## config.mk

```make
export PLATFORM = sky130hd
export DESIGN_NAME = codec_serial_if
export DESIGN_NICKNAME = d
export VERILOG_FILES = /design/src/rtl/pin_synchroniser.v /design/src/rtl/codec_serial_if.v
export VERILOG_INCLUDE_DIRS = /design/src /design/src/shared
export SDC_FILE = /design/constraint.sdc
export NUM_CORES = 1
export LEC_CHECK = 0
export ABC_AREA = 1
export BUFFER_PORTS_ARGS = -buffer_cell sky130_fd_sc_hd__buf_2
export CAP_MARGIN = 40
export CORE_ASPECT_RATIO = 0.6
export CORE_MARGIN = 2
export CORE_UTILIZATION = 57
export CTS_BUF_LIST = sky130_fd_sc_hd__clkbuf_4 sky130_fd_sc_hd__clkbuf_8 sky130_fd_sc_hd__clkbuf_16
export DETAILED_ROUTE_END_ITERATION = 8
export PLACE_DENSITY = 0.77
export SYNTH_ARGS = -nofsm -noshare
export SYNTH_HDL_FRONTEND = slang
export SYNTH_SLANG_ARGS = --single-unit
export TNS_END_PERCENT = 5
```

## constraint.sdc

```tcl
create_clock -name CLK -period 5.9 [get_ports CLK]
set_clock_uncertainty 0.2 [all_clocks]
set_input_delay 0.59 -clock CLK [delete_from_list [all_inputs] [get_ports CLK]]
set_output_delay 0.59 -clock CLK [all_outputs]
set_load 0.01 [all_outputs]
```

## src/shared/codec_serial_if_consts.vh

```
// Register map, field positions and reset values of the codec serial interface.
`ifndef CODEC_SERIAL_IF_CONSTS_VH
`define CODEC_SERIAL_IF_CONSTS_VH

// ============================================================
// Register word indexes
`define CSI_REG_CONTROL_ONE  5'h00
`define CSI_REG_CONTROL_TWO  5'h01
`define CSI_REG_BIT_DIVIDER  5'h02
`define CSI_REG_STATUS       5'h03
`define CSI_REG_RX_SLOTS     5'h04
`define CSI_REG_TX_SLOTS     5'h05
`define CSI_REG_TX_BUF_BASE  5'h08
`define CSI_REG_RX_BUF_BASE  5'h0C

// ============================================================
// Writable bit masks and reset values
`define CSI_MASK_CONTROL_ONE 16'h87E3
`define CSI_MASK_CONTROL_TWO 16'h0DEF
`define CSI_MASK_BIT_DIVIDER 16'h0FFF
`define CSI_RESET_VALUE      16'h0000

// ============================================================
// Control one fields
`define CSI_BIT_ENABLE       15
`define CSI_BIT_CLOCK_DIR    10
`define CSI_BIT_CLOCK_EDGE   9
`define CSI_BIT_FS_DIR       8
`define CSI_BIT_UNF_REPEAT   7
`define CSI_BIT_IDLE_DRIVE   6
`define CSI_BIT_JUSTIFY      5
`define CSI_FRAME_MODE_HI    1
`define CSI_FRAME_MODE_LO    0

// ============================================================
// Control two fields
`define CSI_DEPTH_HI         11
`define CSI_DEPTH_LO         10
`define CSI_WORDS_HI         8
`define CSI_WORDS_LO         5
`define CSI_WSIZE_HI         3
`define CSI_WSIZE_LO         0

// ============================================================
// Status fields
`define CSI_SLOT_HI          11
`define CSI_SLOT_LO          8
`define CSI_BIT_RX_OVERFLOW  3
`define CSI_BIT_RX_FULL      2
`define CSI_BIT_TX_UNDERFLOW 1
`define CSI_BIT_TX_EMPTY     0

// ============================================================
// Frame modes and fixed slot lengths
`define CSI_MODE_MULTI       2'h0
`define CSI_MODE_I2S         2'h1
`define CSI_MODE_LINK16      2'h2
`define CSI_MODE_LINK20      2'h3
`define CSI_LINK16_BITS      5'h10
`define CSI_LINK20_BITS      5'h14
`define CSI_SHIFT_BITS       5'h10
`define CSI_EXT_POS_HOLD     9'h1FE

`endif

```

## src/rtl/pin_synchroniser.v

```verilog
// Two-stage synchroniser with edge detection for link pins.
`timescale 1ns/10ps
`default_nettype none

module pin_synchroniser #(
    parameter WIDTH = 1
) (
    input  wire             CLK,    // System clock
    input  wire             RST_B,  // Synchronous reset, active low
    input  wire [WIDTH-1:0] PIN,    // Asynchronous pin levels
    output wire [WIDTH-1:0] LEVEL,  // Synchronised levels
    output wire [WIDTH-1:0] RISE,   // One-cycle pulse on a rising edge
    output wire [WIDTH-1:0] FALL    // One-cycle pulse on a falling edge
);

    reg [WIDTH-1:0] stage_one;
    reg [WIDTH-1:0] stage_two;
    reg [WIDTH-1:0] stage_old;

    // The first stage feeds only the second; edges come from later stages.
    always @(posedge CLK) begin
        if (!RST_B) begin
            stage_one <= {WIDTH{1'b0}};
            stage_two <= {WIDTH{1'b0}};
            stage_old <= {WIDTH{1'b0}};
        end else begin
            stage_one <= PIN;
            stage_two <= stage_one;
            stage_old <= stage_two;
        end
    end

    assign LEVEL = stage_two;
    assign RISE  = stage_two & ~stage_old;
    assign FALL  = ~stage_two & stage_old;

endmodule // pin_synchroniser

`default_nettype wire

```

## src/rtl/codec_serial_if.v

```verilog
// Codec serial interface: registers, framing, slot control and buffers.
//
// Functional notes
// - Frame sync direction bit set makes frame sync an input, clear an output.
// - Underflow resends last written transmit value when repeat bit set, else zeros.
// - Disabled transmit slots tri-state output if idle drive set, else drive low.
// - Justify set starts data with sync bit; clear starts one bit later.
// - Frame mode: 11 AC-Link 20, 10 AC-Link 16, 01 I2S, 00 multi-channel.
// - Buffer depth field plus one words transfer between interrupts.
// - Frame words field plus one words form a frame.
// - Word size field plus one gives the word length in bits in multi-channel and I2S modes.
// - Twelve-bit divisor drives the bit clock generator; top four bits read zero.
// - Read-only slot field shows the currently active time slot.
// - Receive overflow flag sets when any receive word overflows.
// - Receive full flag reads one while receive registers hold new data.
// - Transmit underflow flag sets when any transmit word underflows.
// - Transmit empty flag reads one while transmit registers are empty.
// - Receive slot enable bits choose slots whose input data is captured.
// - Transmit slot enable bits choose slots that send buffer contents.
// - Unimplemented register bits read zero and ignore writes.
// - Sixteen-bit shift register moves data most significant bit first.
// - Buffer words left justified; short received words zero-filled low.
// - Clock edge bit set: change on falling, sample on rising; else reversed.
// - Bit clock direction set makes bit clock an input, clear an output.
`timescale 1ns/10ps
`default_nettype none
`include "codec_serial_if_consts.vh"

module codec_serial_if (
    input  wire        CLK,         // System clock, 20 MHz
    input  wire        RST_B,       // Synchronous reset, active low
    input  wire [4:0]  ADDR,        // Register word index
    input  wire [15:0] WDATA,       // Write data
    input  wire        WR,          // Write strobe
    input  wire        RD,          // Read strobe
    output wire [15:0] RDATA,       // Read data, valid the cycle after RD
    input  wire        SCK_IN,      // Bit clock pin input
    output wire        SCK_OUT,     // Bit clock pin output
    output wire        SCK_OE,      // Bit clock pin output enable
    input  wire        FS_IN,       // Frame sync pin input
    output wire        FS_OUT,      // Frame sync pin output
    output wire        FS_OE,       // Frame sync pin output enable
    input  wire        SDI,         // Serial data input pin
    output wire        SDO,         // Serial data output pin
    output wire        SDO_OE,      // Serial data output enable
    output wire        BLOCK_DONE   // Pulse when a buffer block completes
);

    // ============================================================
    // Register storage
    reg  [15:0] control_one;
    reg  [15:0] control_two;
    reg  [15:0] bit_divider;
    reg  [15:0] rx_slot_enable;
    reg  [15:0] tx_slot_enable;
    reg  [15:0] tx_buf [0:3];
    reg  [15:0] rx_buf [0:3];
    reg  [15:0] last_written;
    reg  [15:0] rdata;
    reg         rx_overflow;
    reg         rx_full;
    reg         tx_underflow;
    reg         tx_empty;

    wire        enable           = control_one[`CSI_BIT_ENABLE];
    wire        bit_clock_dir    = control_one[`CSI_BIT_CLOCK_DIR];
    wire        bit_clock_edge   = control_one[`CSI_BIT_CLOCK_EDGE];
    wire        frame_sync_dir   = control_one[`CSI_BIT_FS_DIR];
    wire        underflow_repeat = control_one[`CSI_BIT_UNF_REPEAT];
    wire        idle_slot_drive  = control_one[`CSI_BIT_IDLE_DRIVE];
    wire        data_justify     = control_one[`CSI_BIT_JUSTIFY];
    wire [1:0]  frame_mode =
        control_one[`CSI_FRAME_MODE_HI:`CSI_FRAME_MODE_LO];
    wire [1:0]  buffer_depth = control_two[`CSI_DEPTH_HI:`CSI_DEPTH_LO];
    wire [3:0]  frame_words  = control_two[`CSI_WORDS_HI:`CSI_WORDS_LO];
    wire [3:0]  word_size    = control_two[`CSI_WSIZE_HI:`CSI_WSIZE_LO];
    wire [11:0] bit_clock_divisor = bit_divider[11:0];

    // ============================================================
    // Link pin synchronisers
    wire [2:0]  pin_level;
    wire [2:0]  pin_rise;
    wire [2:0]  pin_fall;

    pin_synchroniser #(
        .WIDTH (3)
    ) link_sync (
        .CLK   (CLK),
        .RST_B (RST_B),
        .PIN   ({SDI, FS_IN, SCK_IN}),
        .LEVEL (pin_level),
        .RISE  (pin_rise),
        .FALL  (pin_fall)
    );

    // ============================================================
    // Bit clock generator and edge selection
    reg  [11:0] div_count;
    reg         sck_gen;
    wire        div_tick = enable && !bit_clock_dir &&
                           (div_count == bit_clock_divisor);

    // Half period is divisor plus one system clocks.
    always @(posedge CLK) begin
        if (!RST_B || !enable || bit_clock_dir) begin
            div_count <= 12'h000;
            sck_gen   <= 1'b0;
        end else if (div_tick) begin
            div_count <= 12'h000;
            sck_gen   <= ~sck_gen;
        end else begin
            div_count <= div_count + 12'h001;
        end
    end

    wire sck_rise = bit_clock_dir ? pin_rise[0] : (div_tick & ~sck_gen);
    wire sck_fall = bit_clock_dir ? pin_fall[0] : (div_tick & sck_gen);
    wire drive_edge  = enable && (bit_clock_edge ? sck_fall : sck_rise);
    wire sample_edge = enable && (bit_clock_edge ? sck_rise : sck_fall);

    // ============================================================
    // Frame geometry
    reg  [4:0]  slot_bits;
    always @* begin
        case (frame_mode)
            `CSI_MODE_LINK16: slot_bits = `CSI_LINK16_BITS;
            `CSI_MODE_LINK20: slot_bits = `CSI_LINK20_BITS;
            default:          slot_bits = {1'b0, word_size} + 5'h01;
        endcase
    end

    wire [4:0]  words_in_frame = {1'b0, frame_words} + 5'h01;
    wire [9:0]  frame_product  = {5'h00, words_in_frame} *
                                 {5'h00, slot_bits};
    wire [8:0]  frame_bits     = frame_product[8:0];
    wire [4:0]  used_bits = (slot_bits > `CSI_SHIFT_BITS) ?
                            `CSI_SHIFT_BITS : slot_bits;
    wire [4:0]  justify_shift = `CSI_SHIFT_BITS - used_bits;

    // ============================================================
    // Frame position, slot and bit counters
    reg  [8:0]  frame_pos;
    reg  [4:0]  bit_index;
    reg  [3:0]  slot;
    reg         active;
    reg  [1:0]  buf_ptr;
    reg  [15:0] tx_shift;
    reg  [15:0] rx_shift;
    reg         fs_gen;
    reg         fs_seen;
    reg         sdo;
    reg         sdo_oe;
    reg         block_done;

    wire        fs_external = frame_sync_dir;
    wire        fs_start = fs_external && sample_edge &&
                           ((frame_mode == `CSI_MODE_I2S) ?
                            (fs_seen & ~pin_level[1]) :
                            (~fs_seen & pin_level[1]));
    wire [8:0]  next_frame_pos =
        (!fs_external && frame_pos == frame_bits - 9'h001) ? 9'h000 :
        (fs_external && frame_pos == `CSI_EXT_POS_HOLD) ? frame_pos :
        frame_pos + 9'h001;
    // An outside sync is seen only at the sample edge of its own bit, so with
    // justify set the start is predicted from the previous sync instead.
    wire [8:0]  start_pos = !data_justify ? 9'h001 :
                            fs_external ? frame_bits : 9'h000;
    wire        data_restart = (next_frame_pos == start_pos);
    wire        last_bit = (bit_index == slot_bits - 5'h01);
    wire [4:0]  next_bit_index = (data_restart || last_bit) ?
                                 5'h00 : bit_index + 5'h01;
    wire [3:0]  next_slot = data_restart ? 4'h0 :
                            (!last_bit) ? slot :
                            (slot == frame_words) ? 4'h0 : slot + 4'h1;
    wire        next_active = active | data_restart;
    wire        next_tx_on = next_active && tx_slot_enable[next_slot];

    // Word sent when a slot opens; an empty buffer counts as underflow.
    wire [15:0] load_word = !tx_empty ? tx_buf[buf_ptr] :
                            underflow_repeat ? last_written :
                            16'h0000;
    wire [15:0] next_tx_shift = (next_bit_index == 5'h00) ? load_word :
                                {tx_shift[14:0], 1'b0};
    wire        next_sdo = (next_bit_index < `CSI_SHIFT_BITS) &&
                           next_tx_shift[15];

    // Frame sync shape for the next bit clock period.
    reg         next_fs_gen;
    always @* begin
        case (frame_mode)
            `CSI_MODE_MULTI: next_fs_gen = (next_frame_pos == 9'h000);
            `CSI_MODE_I2S:   next_fs_gen =
                                 (next_frame_pos >= {4'h0, slot_bits});
            default:         next_fs_gen =
                                 (next_frame_pos < {4'h0,
                                                    `CSI_LINK16_BITS});
        endcase
    end

    wire        rx_on = active && rx_slot_enable[slot];
    wire        slot_used = active &&
                            (rx_slot_enable[slot] | tx_slot_enable[slot]);
    wire        word_end = sample_edge && last_bit && slot_used;
    wire        block_end = word_end && (buf_ptr == buffer_depth);
    wire [15:0] rx_word = {rx_shift[14:0], pin_level[2]} << justify_shift;

    wire        rx_buf_read = RD &&
                              (ADDR[4:2] == `CSI_REG_RX_BUF_BASE >> 2);
    wire        tx_buf_write = WR &&
                               (ADDR[4:2] == `CSI_REG_TX_BUF_BASE >> 2);
    wire        tx_underrun = drive_edge && next_tx_on &&
                              (next_bit_index == 5'h00) && tx_empty;

    always @(posedge CLK) begin
        if (!RST_B || !enable) begin
            frame_pos    <= `CSI_EXT_POS_HOLD;
            bit_index    <= 5'h00;
            slot         <= 4'h0;
            active       <= 1'b0;
            buf_ptr      <= 2'h0;
            tx_shift     <= 16'h0000;
            rx_shift     <= 16'h0000;
            fs_gen       <= 1'b0;
            fs_seen      <= 1'b0;
            sdo          <= 1'b0;
            sdo_oe       <= 1'b0;
            block_done   <= 1'b0;
            rx_overflow  <= 1'b0;
            tx_underflow <= 1'b0;
        end else begin
            block_done <= block_end;
            if (fs_start) begin
                frame_pos <= 9'h000;
            end else if (drive_edge) begin
                frame_pos <= next_frame_pos;
            end
            if (sample_edge) begin
                fs_seen <= pin_level[1];
            end
            if (drive_edge) begin
                bit_index <= next_bit_index;
                slot      <= next_slot;
                active    <= next_active;
                tx_shift  <= next_tx_shift;
                fs_gen    <= next_fs_gen;
                sdo       <= next_tx_on && next_sdo;
                sdo_oe    <= next_tx_on || !idle_slot_drive;
            end
            if (sample_edge && rx_on && bit_index < `CSI_SHIFT_BITS) begin
                rx_shift <= {rx_shift[14:0], pin_level[2]};
            end
            if (word_end) begin
                buf_ptr <= block_end ? 2'h0 : buf_ptr + 2'h1;
            end
            if (tx_underrun) begin
                tx_underflow <= 1'b1;
            end
            if (block_end && rx_full && !rx_buf_read) begin
                rx_overflow <= 1'b1;
            end
        end
    end

    // Receive words land left justified with zeros below.
    always @(posedge CLK) begin
        if (word_end && rx_on) begin
            rx_buf[buf_ptr] <= rx_word;
        end
    end

    // Hardware sets win over software clears in the same cycle.
    always @(posedge CLK) begin
        if (!RST_B) begin
            rx_full  <= 1'b0;
            tx_empty <= 1'b0;
        end else begin
            if (block_end) begin
                rx_full <= 1'b1;
            end else if (rx_buf_read) begin
                rx_full <= 1'b0;
            end
            if (block_end) begin
                tx_empty <= 1'b1;
            end else if (tx_buf_write) begin
                tx_empty <= 1'b0;
            end
        end
    end

    // ============================================================
    // Register writes
    always @(posedge CLK) begin
        if (!RST_B) begin
            control_one    <= `CSI_RESET_VALUE;
            control_two    <= `CSI_RESET_VALUE;
            bit_divider    <= `CSI_RESET_VALUE;
            rx_slot_enable <= `CSI_RESET_VALUE;
            tx_slot_enable <= `CSI_RESET_VALUE;
            last_written   <= `CSI_RESET_VALUE;
        end else if (WR) begin
            case (ADDR)
                `CSI_REG_CONTROL_ONE:
                    control_one <= WDATA & `CSI_MASK_CONTROL_ONE;
                `CSI_REG_CONTROL_TWO:
                    control_two <= WDATA & `CSI_MASK_CONTROL_TWO;
                `CSI_REG_BIT_DIVIDER:
                    bit_divider <= WDATA & `CSI_MASK_BIT_DIVIDER;
                `CSI_REG_RX_SLOTS: rx_slot_enable <= WDATA;
                `CSI_REG_TX_SLOTS: tx_slot_enable <= WDATA;
                default: begin
                    if (tx_buf_write) begin
                        last_written <= WDATA;
                    end
                end
            endcase
        end
    end

    always @(posedge CLK) begin
        if (tx_buf_write) begin
            tx_buf[ADDR[1:0]] <= WDATA;
        end
    end

    // ============================================================
    // Register reads
    reg  [15:0] read_value;
    always @* begin
        case (ADDR)
            `CSI_REG_CONTROL_ONE: read_value = control_one;
            `CSI_REG_CONTROL_TWO: read_value = control_two;
            `CSI_REG_BIT_DIVIDER: read_value = bit_divider;
            `CSI_REG_STATUS: read_value = {4'h0, slot, 4'h0,
                                           rx_overflow, rx_full,
                                           tx_underflow, tx_empty};
            `CSI_REG_RX_SLOTS: read_value = rx_slot_enable;
            `CSI_REG_TX_SLOTS: read_value = tx_slot_enable;
            default: begin
                if (ADDR[4:2] == `CSI_REG_TX_BUF_BASE >> 2) begin
                    read_value = tx_buf[ADDR[1:0]];
                end else if (ADDR[4:2] == `CSI_REG_RX_BUF_BASE >> 2) begin
                    read_value = rx_buf[ADDR[1:0]];
                end else begin
                    read_value = 16'h0000;
                end
            end
        endcase
    end

    // Read data stands for one cycle only, zero otherwise.
    always @(posedge CLK) begin
        if (!RST_B) begin
            rdata <= 16'h0000;
        end else begin
            rdata <= RD ? read_value : 16'h0000;
        end
    end

    // ============================================================
    // Outputs
    assign RDATA      = rdata;
    assign SCK_OUT    = sck_gen;
    assign SCK_OE     = enable && !bit_clock_dir;
    assign FS_OUT     = fs_gen;
    assign FS_OE      = enable && !fs_external;
    assign SDO        = sdo;
    assign SDO_OE     = sdo_oe;
    assign BLOCK_DONE = block_done;

endmodule // codec_serial_if

`default_nettype wire

```

==> out/metrics.yaml <==
place_inst: 2324
yosys.area.top_type: "edfxtp_1"
cp_common_cell: "nand2_2"
fin_crit_sh: 0.993
yosys_warnings: 0
drt-pass1-iter-count: 6
cts_tree: "built"
rows: 47
die_w_um: 219
cts_max_level: 1
yosys-top-cells-count: "322 x nand2_1, 218 x o21ai_0, 206 x inv_1"
place_area_sq_um: 16500
clock_latency_ps: 570
ant_nets: 0
die_area_sq_um: 29000
period_needed_ps: 5860
required_ps: 6200
die_h_um: 133
yosysMostFrequentCell: "nand2_1"
grt_pass1_vias: 12700
utilization: 0.663
peakVddDrop_v: 0.000259
worst-path-max-fanout: 8
nets: 2077
netlist.area_leader.share: 0.244
cts_buffers: 29
worst_pin_slew_ps: 900
grt_antenna_before_repair: 1
wire_per_inst_um: 20.5
max_cap_viol_count: 0
post-dp-hpwl_mm: 34.2
syn_inst: 1945
syn_to_final_growth_pct: 15.1
worstSetupEndpointType: "flip-flop"
drc: 0
cp.arrival_ps: 6160
yosysUniqueCellTypes: 54
yosys_register_bits: 305
max_clock_freq_mhz: 171
report.final.slew_viol_count: 0
async_flop_share: 0
min-delay-path-class: "in2reg"
grt_max_degree: 46
ios: 51
stdcell_area_sq_um: 18100
vias: 14600
postSynthAreaPerCell_sq_um: 8.09
p_per_area_nw_per_um2: 247
synth-main-ff-cell: "dfxtp_1"
final_cell_count_no_fill: 2394
antennaDiodeCount: 0
drive_gt1_frac: 0.150
port-buffer-count: 50
synth.net_count: 2017
critPathMaxStageDelay_ps: 520
min_path_cells: 3
finalHoldViolations: 0
grt_usage: 0.327
yosysSeqAreaShare: 0.469
drt-initial-drc-count: 2104
syn_area_sq_um: 15700
criticalPathCategory: "reg2reg"
cts-root-buf: "clkbuf_16"
overflow: 0
yosys-top-cells-area: "edfxtp_1 24%, dfxtp_1 23%, nand2_1 7.7%, o21ai_0 6.9%, a21oi_1 5.2%"
path_clk_slew_ps: 60
cts_hold_buffers: 0
routabilityCongestion: 0.958
finalSetupViolations: 0
status: "finished clean"
coreArea_sq_um: 27300
holdWs_ps: 14.6
totalWireLength_mm: 49.0
maxSlewHeadroom: 0.398
avgViaCountPerCell: 6.09
start_util: 0.575
slowest_stage: "fa_1"
rsz0062_at_grt: "true"
cp-start-kind: "flip-flop"
clock_path_buffers: 3
clock-sinks: 305
leakagePower_nw: 6.98
grt_pass1_wl_mm: 73.1
rr_worst_depth: 38
synth_edf_count: 128
cell usage in the layout (no fill, tap or decap), drive strengths merged, types with 21 or more instances in the layout:
cell type and count:
a21oi 174, a22oi 32, buf 114, clkbuf 45
dfxtp 177, edfxtp 128, ha 36, inv 215
nand2 337, nand3 144, nor2 180, o211ai 38
o21ai 221, o22ai 33, xor2 21
timing repair:
item / CTS / global route
gates cloned: 0 / 3
pin swaps: 1 / 50
hold endpoints to repair: 0 / 0
buffers inserted: 1 / 11
endpoints found under the setup margin: 19 / 21
resized for setup: 6 / 104
flip-flops by register name (all words and copies together) (netlist names), 12 cells and up, named ones only:
register        count
RDATA              16
bit_divider        12
div_count          12
last_written       16
rx_buf             64
rx_shift           15
rx_slot_enable     16
tx_buf             64
tx_shift           15
tx_slot_enable     16
worst max-delay path: cells and delay by family, from the launching register on:
| kind | cells | cell delay (ps) |
|---|---|---|
| AO/OA/AOI/OAI | 3 | 280 |
| adder cells (fa/ha/maj) | 5 | 2060 |
| buffers and inverters | 6 | 620 |
| XOR/XNOR | 1 | 140 |
| flip-flops | 1 | 340 |
| AND/OR/NAND/NOR | 23 | 2160 |
final timing paths:
| kind | from | to | slack [ps] |
|---|---|---|---|
| min reg2reg | link_sync.stage_one[2] | link_sync.LEVEL[2] | 210 |
| max reg2reg | control_two[1] | SDO | 40 |
| min | SCK_IN | link_sync.stage_one[0] | 10 |
| max | control_two[1] | SDO | 40 |
metrics by stage:
step | power (mW) | setup slack, ps | TNS [ps]
2_1_floorplan | 2.41 | 272 | 0
3_3_place_gp | 2.50 | 23.1 | 0
3_5_place_dp | 2.51 | -182 | -2210
4_1_cts | 4.45 | 0.813 | 0
5_1_grt | 4.57 | -234 | -3300
6_report | 4.47 | 41.1 | 0
power by group:
group,switching (mW),internal (mW)
Sequential,0.0107,2.21
Clock,0.801,1.18
Combinational,0.195,0.0734
cells by family after synthesis:
| logic type | after synthesis | share of synthesized area |
|---|---|---|
| XOR/XNOR | 36 | 0.0200 |
| multiplexers | 2 | 0.00127 |
| AO/OA/AOI/OAI | 546 | 0.201 |
| buffers and inverters | 312 | 0.0768 |
| flip-flops | 305 | 0.469 |
| AND/OR/NAND/NOR | 700 | 0.193 |
| adder cells (fa/ha/maj) | 44 | 0.0388 |
routing by layer:
| metal | global-route usage | vias to the layer above | wire length [um] |
|---|---|---|---|
| met5 | 0 | - | 0 |
| met4 | 0.0642 | 0 | 1020 |
| met3 | 0.0883 | 80 | 6900 |
| met2 | 0.432 | 929 | 19300 |
| met1 | 0.525 | 6778 | 21900 |
| li1 | - | 6781 | - |
area by class of cell:
type,instances,area [sq um]
Clock buffer,45,901
Fill cell,2253,9230
Clock inverter,8,116
Tap cell,367,459
Multi-Input combinational cell,1331,7600
Timing Repair Buffer,114,803
Inverter,224,846
Sequential cell,305,7390
Note: power is estimated with default switching activity, not from simulation.
